===== config.mk =====
export PLATFORM = sky130hd
export DESIGN_NAME = led_sink_current_control
export DESIGN_NICKNAME = d
export VERILOG_FILES = /design/src/core/led_sink_current_control.v
export VERILOG_INCLUDE_DIRS = /design/src /design/src/core
export SDC_FILE = /design/constraint.sdc
export NUM_CORES = 2
export LEC_CHECK = 0
export ABC_AREA = 1
export BUFFER_PORTS_ARGS = -buffer_cell sky130_fd_sc_hd__clkbuf_2
export CAP_MARGIN = 20
export CORE_MARGIN = 2
export CORE_UTILIZATION = 47
export DETAILED_ROUTE_END_ITERATION = 10
export HOLD_SLACK_MARGIN = 0.03
export SLEW_MARGIN = 40
export SYNTH_ARGS = -nofsm -noshare
export SYNTH_HDL_FRONTEND = slang
export SYNTH_SLANG_ARGS = --single-unit

===== constraint.sdc =====
create_clock -name ref_clk -period 30.7 [get_ports ref_clk]
set_clock_uncertainty 0.1 [all_clocks]
set_input_delay 1.535 -clock ref_clk [delete_from_list [all_inputs] [get_ports ref_clk]]
set_output_delay 1.535 -clock ref_clk [all_outputs]
set_load 0.03 [all_outputs]

===== src/core/led_sink_current_control_regs.vh =====
// Purpose: register map, field positions, reset values and timing counts
// Assumes: 50 MHz ref_clk, 32-bit APB data, one aligned word per register
// Notes:   included by the led sink control core
`ifndef LED_SINK_CURRENT_CONTROL_REGS_VH
`define LED_SINK_CURRENT_CONTROL_REGS_VH

`define CLK_MHZ          50
`define NUM_BANKS        6

// fixed register byte addresses
`define OFF_BANK_ENABLE  12'h000
`define OFF_BANK_CONFIG  12'h004
`define OFF_SINK_MAP     12'h008
`define OFF_ANODE        12'h00c
`define OFF_PROT_FREQ    12'h010
`define OFF_PUMP_MODE    12'h014
`define OFF_RAMP_TIME    12'h018
`define OFF_STATUS       12'h060
// per-bank pages: word index inside the page is the bank number
`define BRIGHT_PAGE      7'h01
`define FSCALE_PAGE      7'h02

// bank configuration fields
`define CFG_LIN_LSB      0
`define CFG_PWM_LSB      8
`define CFG_ALS_LSB      16

// reset values
`define RST_ANODE        7'h7f
`define RST_FSCALE       5'h13
`define RST_PUMP_MODE    2'h0

// field positions
`define FREQ_500K_BIT    1
`define STS_GAIN2X_BIT   0
`define STS_NOCAP_BIT    1
`define STS_HVSHORT_BIT  2
`define STS_LVSHORT_BIT  3

// pump modes
`define PUMP_DISABLED    2'h0
`define PUMP_AUTO        2'h1
`define PUMP_FORCE_1X    2'h2
`define PUMP_FORCE_2X    2'h3

// timing, in microseconds, and ramp step count
`define CAP_CHECK_US     10
`define RAMP_US_0        0
`define RAMP_US_1        262
`define RAMP_US_2        524
`define RAMP_US_3        1049
`define RAMP_US_4        2097
`define RAMP_US_5        4194
`define RAMP_US_6        8389
`define RAMP_US_7        16780
`define RAMP_STEPS       256

`endif


===== src/core/led_sink_current_control.v =====
// Purpose: current setting, bank mapping, pump gain and ramp control for led sinks
// Assumes: all inputs synchronous to ref_clk; headroom and short comparators are analog
// Notes:   sink levels are 16-bit fractions of the largest current, 0xffff = maximum
//
// The APB interface to the registers and the address map were decided locally.
`include "led_sink_current_control_regs.vh"
`timescale 1ns/1ps
`default_nettype none

module led_sink_current_control (
  input  wire        ref_clk,
  input  wire        reset_n,
  input  wire        hardware_enable_pin,
  input  wire        psel,
  input  wire        penable,
  input  wire        pwrite,
  input  wire [11:0] paddr,
  input  wire [31:0] pwdata,
  output reg  [31:0] prdata,
  output reg         pready,
  output reg         pslverr,
  input  wire [7:0]  pwm_duty,
  input  wire [7:0]  ambient_light_code,
  input  wire [4:0]  lv_headroom_low,
  input  wire        flying_capacitor_present,
  input  wire [1:0]  hv_short_detect,
  input  wire [4:0]  lv_short_detect,
  output reg  [15:0] high_voltage_sink_one_level,
  output reg  [15:0] high_voltage_sink_two_level,
  output reg  [79:0] low_voltage_sink_n_level,
  output reg  [1:0]  boost_feedback_select,
  output reg         boost_freq_500k,
  output reg         pump_output_drive,
  output reg         pump_switching,
  output reg         pump_gain_2x,
  output reg         flying_capacitor_check
);

  localparam [4:0] ST_OFF   = 5'h01;
  localparam [4:0] ST_CHECK = 5'h02;
  localparam [4:0] ST_P1X   = 5'h04;
  localparam [4:0] ST_P2X   = 5'h08;
  localparam [4:0] ST_F1X   = 5'h10;
  // capacitor check length in clock cycles
  localparam integer CAP_CYCLES = `CAP_CHECK_US * `CLK_MHZ;
  localparam [9:0] CAP_LAST = CAP_CYCLES[9:0] - 10'h001;

  // enable pin low acts as a full reset
  wire arst_n = reset_n & hardware_enable_pin;

  reg [5:0]  bank_en_q;
  reg [21:0] bank_cfg_q;
  reg [11:0] sink_map_q;
  reg [6:0]  anode_q;
  reg        freq_q;
  reg [1:0]  pump_mode_q;
  reg [6:0]  ramp_sel_q;
  reg        hv_short_q;
  reg        lv_short_q;
  reg        no_cap_q;
  reg        pump_restart_q;
  reg [7:0]  bright_q [0:5];
  reg [4:0]  fscale_q [0:5];
  reg [7:0]  eff_q    [0:5];
  reg [11:0] cnt_q    [0:5];
  reg [4:0]  pump_st_q;
  reg [9:0]  cap_cnt_q;
  reg [15:0] lvl      [0:5];
  reg [31:0] rdata_d;
  reg        rerr_d;

  // per bank ramp target and step interval
  reg [7:0]  tgt_d    [0:5];
  reg [11:0] lim_d    [0:5];
  integer    b;
  integer    bt;
  integer    br;
  integer    bl;
  integer    bo;

  wire access = psel & penable;
  wire wr     = access & pready & pwrite;
  wire [2:0] widx = paddr[4:2];
  wire page_ok = (paddr[1:0] == 2'h0) && (widx < 3'h6);
  // page decode shared by reads and writes; status decode used by writes only
  wire bright_hit = (paddr[11:5] == `BRIGHT_PAGE) && page_ok;
  wire fscale_hit = (paddr[11:5] == `FSCALE_PAGE) && page_ok;
  wire status_wr  = wr && (paddr == `OFF_STATUS);

  // exponential or linear map, full-scale and duty weighting
  function [15:0] bank_level;
    input [7:0] code;
    input       lin;
    input [4:0] fs;
    input       pwm_en;
    input [7:0] duty;
    reg [7:0]  k;
    reg [13:0] t;
    reg [15:0] m;
    reg [15:0] v;
    reg [21:0] p;
    reg [24:0] q;
    reg [8:0]  w;
    begin
      k = 8'hff - code;
      t = {6'h00, k} * 14'd40;
      // 0.862^(46.6-(code+1)/5.5) is about 2^-((255-code)/25.6)
      m = 16'hffff - {1'b0, t[9:0], 5'h00};
      v = lin ? {code, code} : (m >> t[13:10]);
      p = {6'h00, v} * {16'h0000, {1'b0, fs} + 6'h01};
      // duty 0 gives no current, full duty passes the level unscaled
      w = pwm_en ? ({1'b0, duty} + {8'h00, duty[7]}) : 9'h100;
      q = {9'h000, p[20:5]} * {16'h0000, w};
      bank_level = (code == 8'h00) ? 16'h0000 : q[23:8];
    end
  endfunction

  // cycles per ramp step for a ramp time selection
  function [11:0] ramp_lim;
    input [2:0] s;
    reg [31:0] us;
    reg [31:0] n;
    begin
      case (s)
        3'h0:    us = `RAMP_US_0;
        3'h1:    us = `RAMP_US_1;
        3'h2:    us = `RAMP_US_2;
        3'h3:    us = `RAMP_US_3;
        3'h4:    us = `RAMP_US_4;
        3'h5:    us = `RAMP_US_5;
        3'h6:    us = `RAMP_US_6;
        default: us = `RAMP_US_7;
      endcase
      n = us * `CLK_MHZ / `RAMP_STEPS;
      ramp_lim = (n == 32'h0) ? 12'h001 : n[11:0];
    end
  endfunction

  // apb slave, one wait state on every access
  always @(posedge ref_clk or negedge arst_n) begin
    if (!arst_n) begin
      pready  <= 1'b0;
      pslverr <= 1'b0;
      prdata  <= 32'h0000_0000;
    end else begin
      pready  <= access & ~pready;
      pslverr <= access & ~pready & rerr_d;
      if (access & ~pready & ~pwrite)
        prdata <= rdata_d;
    end
  end

  always @* begin
    rdata_d = 32'h0000_0000;
    rerr_d  = 1'b0;
    case (paddr)
      `OFF_BANK_ENABLE: rdata_d = {26'h0, bank_en_q};
      `OFF_BANK_CONFIG: rdata_d = {10'h0, bank_cfg_q};
      `OFF_SINK_MAP:    rdata_d = {20'h0, sink_map_q};
      `OFF_ANODE:       rdata_d = {25'h0, anode_q};
      `OFF_PROT_FREQ:   rdata_d = {30'h0, freq_q, 1'b0};
      `OFF_PUMP_MODE:   rdata_d = {30'h0, pump_mode_q};
      `OFF_RAMP_TIME:   rdata_d = {25'h0, ramp_sel_q};
      `OFF_STATUS:      rdata_d = {28'h0, lv_short_q, hv_short_q, no_cap_q, pump_gain_2x};
      default: begin
        if (bright_hit)
          rdata_d = {24'h0, bright_q[widx]};
        else if (fscale_hit)
          rdata_d = {27'h0, fscale_q[widx]};
        else
          rerr_d = 1'b1;
      end
    endcase
  end

  // register writes and sticky fault flags
  always @(posedge ref_clk or negedge arst_n) begin
    if (!arst_n) begin
      bank_en_q      <= 6'h00;
      bank_cfg_q     <= 22'h000000;
      sink_map_q     <= 12'h000;
      anode_q        <= `RST_ANODE;
      freq_q         <= 1'b0;
      pump_mode_q    <= `RST_PUMP_MODE;
      ramp_sel_q     <= 7'h00;
      hv_short_q     <= 1'b0;
      lv_short_q     <= 1'b0;
      pump_restart_q <= 1'b0;
      for (b = 0; b < `NUM_BANKS; b = b + 1) begin
        bright_q[b] <= 8'h00;
        fscale_q[b] <= `RST_FSCALE;
      end
    end else begin
      pump_restart_q <= wr && (paddr == `OFF_PUMP_MODE);
      if (wr) begin
        case (paddr)
          `OFF_BANK_ENABLE: bank_en_q   <= pwdata[5:0];
          `OFF_BANK_CONFIG: bank_cfg_q  <= pwdata[21:0];
          `OFF_SINK_MAP:    sink_map_q  <= pwdata[11:0];
          `OFF_ANODE:       anode_q     <= pwdata[6:0];
          `OFF_PROT_FREQ:   freq_q      <= pwdata[`FREQ_500K_BIT];
          `OFF_PUMP_MODE:   pump_mode_q <= pwdata[1:0];
          `OFF_RAMP_TIME:   ramp_sel_q  <= pwdata[6:0];
          default: begin
            if (bright_hit)
              bright_q[widx] <= pwdata[7:0];
            if (fscale_hit)
              fscale_q[widx] <= pwdata[4:0];
          end
        endcase
      end
      // write one clears; a new short in the same cycle wins
      if (|(hv_short_detect & anode_q[1:0]))
        hv_short_q <= 1'b1;
      else if (status_wr && pwdata[`STS_HVSHORT_BIT])
        hv_short_q <= 1'b0;
      if (|(lv_short_detect & anode_q[6:2]))
        lv_short_q <= 1'b1;
      else if (status_wr && pwdata[`STS_LVSHORT_BIT])
        lv_short_q <= 1'b0;
    end
  end

  // ramp target per bank; a disabled bank ramps toward zero
  always @* begin
    for (bt = 0; bt < `NUM_BANKS; bt = bt + 1) begin
      tgt_d[bt] = 8'h00;
      if (bank_en_q[bt])
        tgt_d[bt] = bank_cfg_q[`CFG_ALS_LSB + bt] ? ambient_light_code : bright_q[bt];
      // up uses the start-up time, down the shutdown time
      if (tgt_d[bt] > eff_q[bt])
        lim_d[bt] = ramp_lim(ramp_sel_q[2:0]);
      else
        lim_d[bt] = ramp_lim(ramp_sel_q[6:4]);
    end
  end

  // step the effective code one step per interval toward target
  always @(posedge ref_clk or negedge arst_n) begin
    if (!arst_n) begin
      for (br = 0; br < `NUM_BANKS; br = br + 1) begin
        eff_q[br] <= 8'h00;
        cnt_q[br] <= 12'h000;
      end
    end else begin
      for (br = 0; br < `NUM_BANKS; br = br + 1) begin
        if (eff_q[br] == tgt_d[br]) begin
          cnt_q[br] <= 12'h000;
        end else if (cnt_q[br] >= lim_d[br] - 12'h001) begin
          cnt_q[br] <= 12'h000;
          if (tgt_d[br] > eff_q[br])
            eff_q[br] <= eff_q[br] + 8'h01;
          else
            eff_q[br] <= eff_q[br] - 8'h01;
        end else begin
          cnt_q[br] <= cnt_q[br] + 12'h001;
        end
      end
    end
  end

  always @* begin
    for (bl = 0; bl < `NUM_BANKS; bl = bl + 1)
      lvl[bl] = bank_level(eff_q[bl], bank_cfg_q[`CFG_LIN_LSB + bl], fscale_q[bl],
                           bank_cfg_q[`CFG_PWM_LSB + bl], pwm_duty);
  end

  // sink outputs follow their assigned bank; lv sinks ignore pump state
  always @(posedge ref_clk or negedge arst_n) begin
    if (!arst_n) begin
      high_voltage_sink_one_level <= 16'h0000;
      high_voltage_sink_two_level <= 16'h0000;
      low_voltage_sink_n_level    <= 80'h0;
      boost_feedback_select       <= 2'h0;
      boost_freq_500k             <= 1'b0;
    end else begin
      // hv sinks pick bank a or b, lv sinks one of banks c to f
      high_voltage_sink_one_level <= sink_map_q[0] ? lvl[1] : lvl[0];
      high_voltage_sink_two_level <= sink_map_q[1] ? lvl[1] : lvl[0];
      for (bo = 0; bo < 5; bo = bo + 1)
        low_voltage_sink_n_level[16*bo +: 16] <= lvl[2 + sink_map_q[2+2*bo +: 2]];
      // boost loop membership and switching frequency are plain copies
      boost_feedback_select <= anode_q[1:0];
      boost_freq_500k       <= freq_q;
    end
  end

  // pump gain controller; a sink counts toward gain only while lit
  wire [4:0] lv_lit = {|low_voltage_sink_n_level[79:64], |low_voltage_sink_n_level[63:48],
                       |low_voltage_sink_n_level[47:32], |low_voltage_sink_n_level[31:16],
                       |low_voltage_sink_n_level[15:0]};
  wire any_low = |(lv_headroom_low & anode_q[6:2] & lv_lit);
  // a mode write or disable sends the controller back to off
  wire pump_off = pump_restart_q || (pump_mode_q == `PUMP_DISABLED);

  always @(posedge ref_clk or negedge arst_n) begin
    if (!arst_n) begin
      pump_st_q <= ST_OFF;
      cap_cnt_q <= 10'h000;
      no_cap_q  <= 1'b0;
    end else if (pump_off) begin
      pump_st_q <= ST_OFF;
      cap_cnt_q <= 10'h000;
      no_cap_q  <= 1'b0;
    end else begin
      case (pump_st_q)
        ST_OFF: begin
          cap_cnt_q <= 10'h000;
          if (pump_mode_q == `PUMP_AUTO)
            pump_st_q <= ST_CHECK;
          else if (pump_mode_q == `PUMP_FORCE_1X)
            pump_st_q <= ST_F1X;
          else
            pump_st_q <= ST_P2X;
        end
        ST_CHECK: begin
          cap_cnt_q <= cap_cnt_q + 10'h001;
          if (cap_cnt_q == CAP_LAST) begin
            if (flying_capacitor_present) begin
              pump_st_q <= ST_P1X;
            end else begin
              pump_st_q <= ST_F1X;
              no_cap_q  <= 1'b1;
            end
          end
        end
        ST_P1X: begin
          if (any_low)
            pump_st_q <= ST_P2X;
        end
        ST_P2X:  pump_st_q <= ST_P2X;
        ST_F1X:  pump_st_q <= ST_F1X;
        default: pump_st_q <= ST_OFF;
      endcase
    end
  end

  always @(posedge ref_clk or negedge arst_n) begin
    if (!arst_n) begin
      pump_output_drive      <= 1'b0;
      pump_switching         <= 1'b0;
      pump_gain_2x           <= 1'b0;
      flying_capacitor_check <= 1'b0;
    end else begin
      pump_output_drive      <= (pump_st_q != ST_OFF);
      pump_switching         <= (pump_st_q == ST_P2X) || (pump_st_q == ST_CHECK);
      pump_gain_2x           <= (pump_st_q == ST_P2X);
      flying_capacitor_check <= (pump_st_q == ST_CHECK);
    end
  end

endmodule // led_sink_current_control

`default_nettype wire


After elaboration in Yosys (flattened, before gate mapping)
Index checks and enable logic that the tools add are counted.

Shifts and indexed selects: 6. Reductions and logical operators: 65. Bitwise operators: 26. Mux-type cells: 132. Equality and inequality tests: 39. Magnitude comparators: 20. Multipliers: 30. Div/mod/pow operators: 0. Add/sub/neg operators: 49.

Operators by type and width (count): logical NOT 32 bit (12); multiplier 32 x 5 -> 31 bit (second input constant) (12); 2-to-1 mux 16 bit (24); 2-to-1 mux 32 bit (12); 2-to-1 mux 12 bit (30); binary-select mux 16 bit (select 3 bit) (5); case mux 15 bit (7 select lines) (2); 2-to-1 mux 8 bit (22); case mux 22 bit (8 select lines) (1); >= comparator 33 x 4 -> 1 bit (second input constant) (5); NOT 3 -> 33 bit (5); multiplier 16 x 9 -> 24 bit (6); multiplier 16 x 6 -> 21 bit (6); right shift 16 x 4 -> 16 bit (6); subtractor 16 x 15 -> 16 bit (first input constant) (6); OR reduction 16 bit (5); adder 12 x 1 -> 12 bit (second input constant) (6); >= comparator 12 bit (6); subtractor 12 x 1 -> 12 bit (second input constant) (6); multiplier 8 x 3 -> 11 bit (second input constant) (6); 2-to-1 mux 9 bit (6); 2-to-1 mux 5 bit (10); adder 8 x 1 -> 8 bit (second input constant) (6); bitwise mux 48 bit (1); other kinds (59) (161).

Bits in latches: 0. Memories kept: 0. Word-level logic and storage cells: 416. Bits in registers: 427. Memory bits (read-only): 0. Bits in writable memories: 0. Input bits: 79.

Logic depth before layout (Yosys ltp)
Depth after elaboration: 12. Depth in mapped cells: 61. Gate-level depth less buffers: 61.

Least setup slack after synthesis
Ideal clock, no wire load.

Path kind: reg-to-reg. Start point: register eff_q (netlist bit bank_level.code[1]). End point: register low_voltage_sink_n_level[79]. Stages on the path, launching flop included: 50. Setup time: 0.118 ns. Setup slack: 20.686 ns. Clock period less this slack: 10.014 ns. Required time: 30.482 ns. Arrival time: 9.796 ns. Path through: dfrtp_1 -> inv_1 -> ha_1 -> ha_1 -> fa_1 -> nand3_1 -> nand2_1 -> nand2_1 -> nand2_2 -> nand2_1 -> nand2_1 -> nand2_1 -> o21ai_0 -> nand2_1 -> o21ai_0 -> o21ai_0 -> nor2_1 -> fa_1 -> [... 14 more ...] -> nor2_1 -> fa_1 -> fa_1 -> fa_1 -> inv_1 -> fa_1 -> inv_1 -> ha_1 -> nand2_1 -> nor2_1 -> nor2_1 -> nor2_1 -> a2111oi_0 -> nand3_1 -> nand3_2 -> nand2_1 -> nand3_1 -> nand2_1.

Word-level cells in the longest chain between the ends: 11. Elaborated cells on any way between the ends: 12.

RTL lines: start: declaration (RTL line led_sink_current_control.v:64) `reg [7:0] eff_q [0:5];`; start signal: indexed assignment (RTL line led_sink_current_control.v:252) `eff_q[br] <= eff_q[br] + 8'h01;`; start signal: indexed assignment (RTL line led_sink_current_control.v:254) `eff_q[br] <= eff_q[br] - 8'h01;`; subtractor 8 bit (RTL line led_sink_current_control.v:105) `k = 8'hff - code;`; multiplier 8 x 3 -> 11 bit (RTL line led_sink_current_control.v:106) `t = {6'h00, k} * 14'd40;`; subtractor 16 x 15 -> 16 bit (RTL line led_sink_current_control.v:108) `m = 16'hffff - {1'b0, t[9:0], 5'h00};`; right shift 16 x 4 -> 16 bit (RTL line led_sink_current_control.v:109) `v = lin ? {code, code} : (m >> t[13:10]);`; 2-to-1 mux 16 bit (RTL line led_sink_current_control.v:109); multiplier 16 x 6 -> 21 bit (RTL line led_sink_current_control.v:110) `p = {6'h00, v} * {16'h0000, {1'b0, fs} + 6'h01};`; multiplier 16 x 9 -> 24 bit (RTL line led_sink_current_control.v:113) `q = {9'h000, p[20:5]} * {16'h0000, w};`; 2-to-1 mux 16 bit (*) (RTL line led_sink_current_control.v:114) `bank_level = (code == 8'h00) ? 16'h0000 : q[23:8];`; binary-select mux 16 bit (select 3 bit) (*) (RTL line led_sink_current_control.v:281) `low_voltage_sink_n_level[16*bo +: 16] <= lvl[2 + sink_map_q[2+2*bo +: 2]];`; 2-to-1 mux 16 bit (not written as such) (*) (2 in series) (RTL line led_sink_current_control.v:281); end signal: indexed assignment (RTL line led_sink_current_control.v:281); end: declaration (RTL line led_sink_current_control.v:30) `output reg [79:0] low_voltage_sink_n_level,`.

Every way passes the cells marked *; elsewhere a longest branch is shown, timed or not. The select of a mux whose other input is x is not followed. A chain may end at the register's enable or synchronous reset.

Final worst setup path
Start point: register eff_q (netlist bit bank_level.code[1]). End point: register low_voltage_sink_n_level[31].

The elaborated chain is that of the path after synthesis.

==> impl_metrics.toml <==
[synthesis]
ys_seq_area_share_pct = 13.6
synth-seq-cells = 417
synthesis.area_mm2 = 0.0767
synth.avg_cell_area_um2 = 7.20
async_flop_share_pct = 100
synthFlopType = "dfrtp_1"
synth_edf_count = 0
synth.distinct_cells = 81
synthCells = 10656
yosys_warnings = 0

[worst_setup_path]
worst_setup_path_end_kind = "register"
cp_max_fo = 11
critPathMaxStageDelay_ns = 0.65
startpoint_type = "register"
slowest_stage = "o21ai_0"
critPathArrivalTime_ns = 12.56
cp.required_ns = 31.20
crit_type = "reg2reg"

[layout]
area_growth_pct = 7.00
nets = 12479
final_util_pct = 50.6
instances_no_fill = 12973
seq_area_mm2 = 0.0105
multi_input_area_mm2 = 0.0581
drive_gt1_share_pct = 6.22
fillers = 16281

[clock_tree]
cts.repair.resized = 0
cts_tree = "yes"
htree_num_levels = 2
root_buffer = "clkbuf_16"
cts_hold_buf = 0
path_clk_slew_ns = 0.06
cts_buffers = 53
clk_latency_ns = 0.70
postCtsSetupBuffers = 0
clock_path_buffers = 3
clock_sinks = 417

[placed_design]
gp_congestion = 0.969
dp_hpwl_mm = 204
port-buffer-count = 211
placedCellCount = 12868

[floorplan]
die_x_um = 408
start_util_pct = 47.3
core_mm2 = 0.162
die_area_mm2 = 0.167
num_io_pins = 232
die_h_um = 408
row_count = 148

[drt]
firstDrtPassIters = 8
drtIter0Drc = 5379
routed_wl_mm = 245
wl_per_cell_um = 18.9
ant_nets = 0
via_per_inst = 5.41
drc = 0
via_count = 70208

[sta]
period_minus_slack_ns = 12.06
setup_violations = 0
period_share_pct = 39.3
final_hold_viol_count = 0
worst_pin_slew_ns = 0.931
hold_ws_ns = 0.335
maxSlewViolCount = 0
rsz0062_at_grt = "no"
fmax_ghz = 0.0829
max-slew-margin-rel_pct = 37.5
fin_setup_tns_ns = 0

[worst_hold_path]
hp-class = "reg2reg"

[grt]
antenna_found_initial = 18
grt_max_degree = 107
grt_pass1_vias = 68519
grt_pass1_wl_mm = 386
grt_overflow = 0
grt_usage_pct = 29.3

[flow_run]
max_cap_viol_count = 0

[outcome]
status = "completed"
## critical path, delay by kind of cell, from the launching register on
family / cells / cell delay (ns)
flops: 1 / 0.45
compound gates: 8 / 2.25
simple gates: 18 / 2.36
buf+inv: 7 / 0.75
fa+ha+maj: 12 / 5.44
xor+xnor: 1 / 0.59
## placed cells by master, fill, tap and decap left out, types with 45 or more instances in the layout
| cell type | instances |
|---|---|
| nand3_1 | 597 |
| xnor2_1 | 79 |
| dfrtp_1 | 390 |
| ha_1 | 710 |
| clkbuf_16 | 53 |
| a21oi_1 | 392 |
| nand2_1 | 2281 |
| or2_2 | 67 |
| fa_1 | 942 |
| nor4_1 | 55 |
| o21ai_1 | 46 |
| clkbuf_2 | 211 |
| nand2_2 | 45 |
| nor2_1 | 1448 |
| xor2_1 | 160 |
| o21ai_0 | 473 |
| nand4_1 | 123 |
| buf_4 | 60 |
| inv_1 | 1902 |
| nor3_1 | 104 |
## Yosys cell counts, types with 108 or more instances
| master | n | area, um2 |
|---|---|---|
| nor3_1 | 108 | 541 |
| clkbuf_1 | 204 | 766 |
| nand3_1 | 598 | 2990 |
| nand2_1 | 2287 | 8580 |
| o21ai_0 | 487 | 2440 |
| nand4_1 | 123 | 769 |
| inv_1 | 1913 | 7180 |
| dfrtp_1 | 391 | 9780 |
| nor2_1 | 1455 | 5460 |
| a21oi_1 | 392 | 1960 |
| ha_1 | 710 | 8880 |
| fa_1 | 942 | 18900 |
| xor2_1 | 167 | 1460 |
## final cells by class
class                      count  share of cell area [%]
antenna                        6                  0.0183
inverter                    1953                    8.95
clock buffer                  66                    1.75
tap                         2175                    3.31
clock inverter                33                   0.549
sequential                   417                    12.7
multi-input combinational   8048                    70.8
timing repair buffer         275                    1.89
## sequential cells by signal (all words and copies together) (netlist names), 7 cells and up
signal	flops
bank_cfg_q	22
cnt_q	72
fscale_q	25
cap_cnt_q	10
bright_q	48
bank_level.code	8
eff_q	40
high_voltage_sink_two_level	16
anode_q	7
ramp_sel_q	7
low_voltage_sink_n_level	80
high_voltage_sink_one_level	16
sink_map_q	12
prdata	22
## layer usage
layer	wire, um	track usage, %	vias up
li1	-	-	33621
met1	108000	40.3	33836
met2	106000	45.6	2338
met3	20500	6.20	407
met4	10000	10.3	6
met5	33	0	-
## metrics by stage
| step | setup WS [ns] | area, um2 |
|---|---|---|
| 6_report | 18.64 | 82100 |
| 5_1_grt | 17.67 | 82100 |
| 4_1_cts | 18.71 | 82100 |
| 3_5_place_dp | 18.78 | 80200 |
| 3_3_place_gp | 18.61 | 80100 |
| 2_1_floorplan | 17.50 | 76800 |
## cell families after synthesis
logic type                 synth area share (%)
AOI/OAI and AO/OA                          9.45
muxes                                     0.170
buffers and inverters                      10.9
xor gates and xnor gates                   3.20
DFF                                        13.6
other                                   0.00489
and+or+nand+nor                            26.5
adders and majority gates                  36.1
## worst paths after layout
check / startpoint / end / slack [ns] / cells past startpoint
worst max register to register: bank_level.code[1]$_DFFE_PN0P_ / low_voltage_sink_n_level[31]$_DFF_PN0_ / 18.64 / 46
worst min register to register: freq_q$_DFFE_PN0P_ / boost_freq_500k$_DFF_PN0_ / 0.34 / 0
worst max-delay path: bank_level.code[1]$_DFFE_PN0P_ / low_voltage_sink_n_level[31]$_DFF_PN0_ / 18.64 / 46
max in group asynchronous: reset_n / high_voltage_sink_one_level[1]$_DFF_PN0_ / 27.18 / 6
min in group asynchronous: hardware_enable_pin / cnt_q[17]$_DFF_PN0_ / 0.89 / 3
worst min-delay path: freq_q$_DFFE_PN0P_ / boost_freq_500k$_DFF_PN0_ / 0.34 / 0
Power is not shown: default switching activity piles up to over one toggle a cycle in this logic, so the estimate is an artifact.
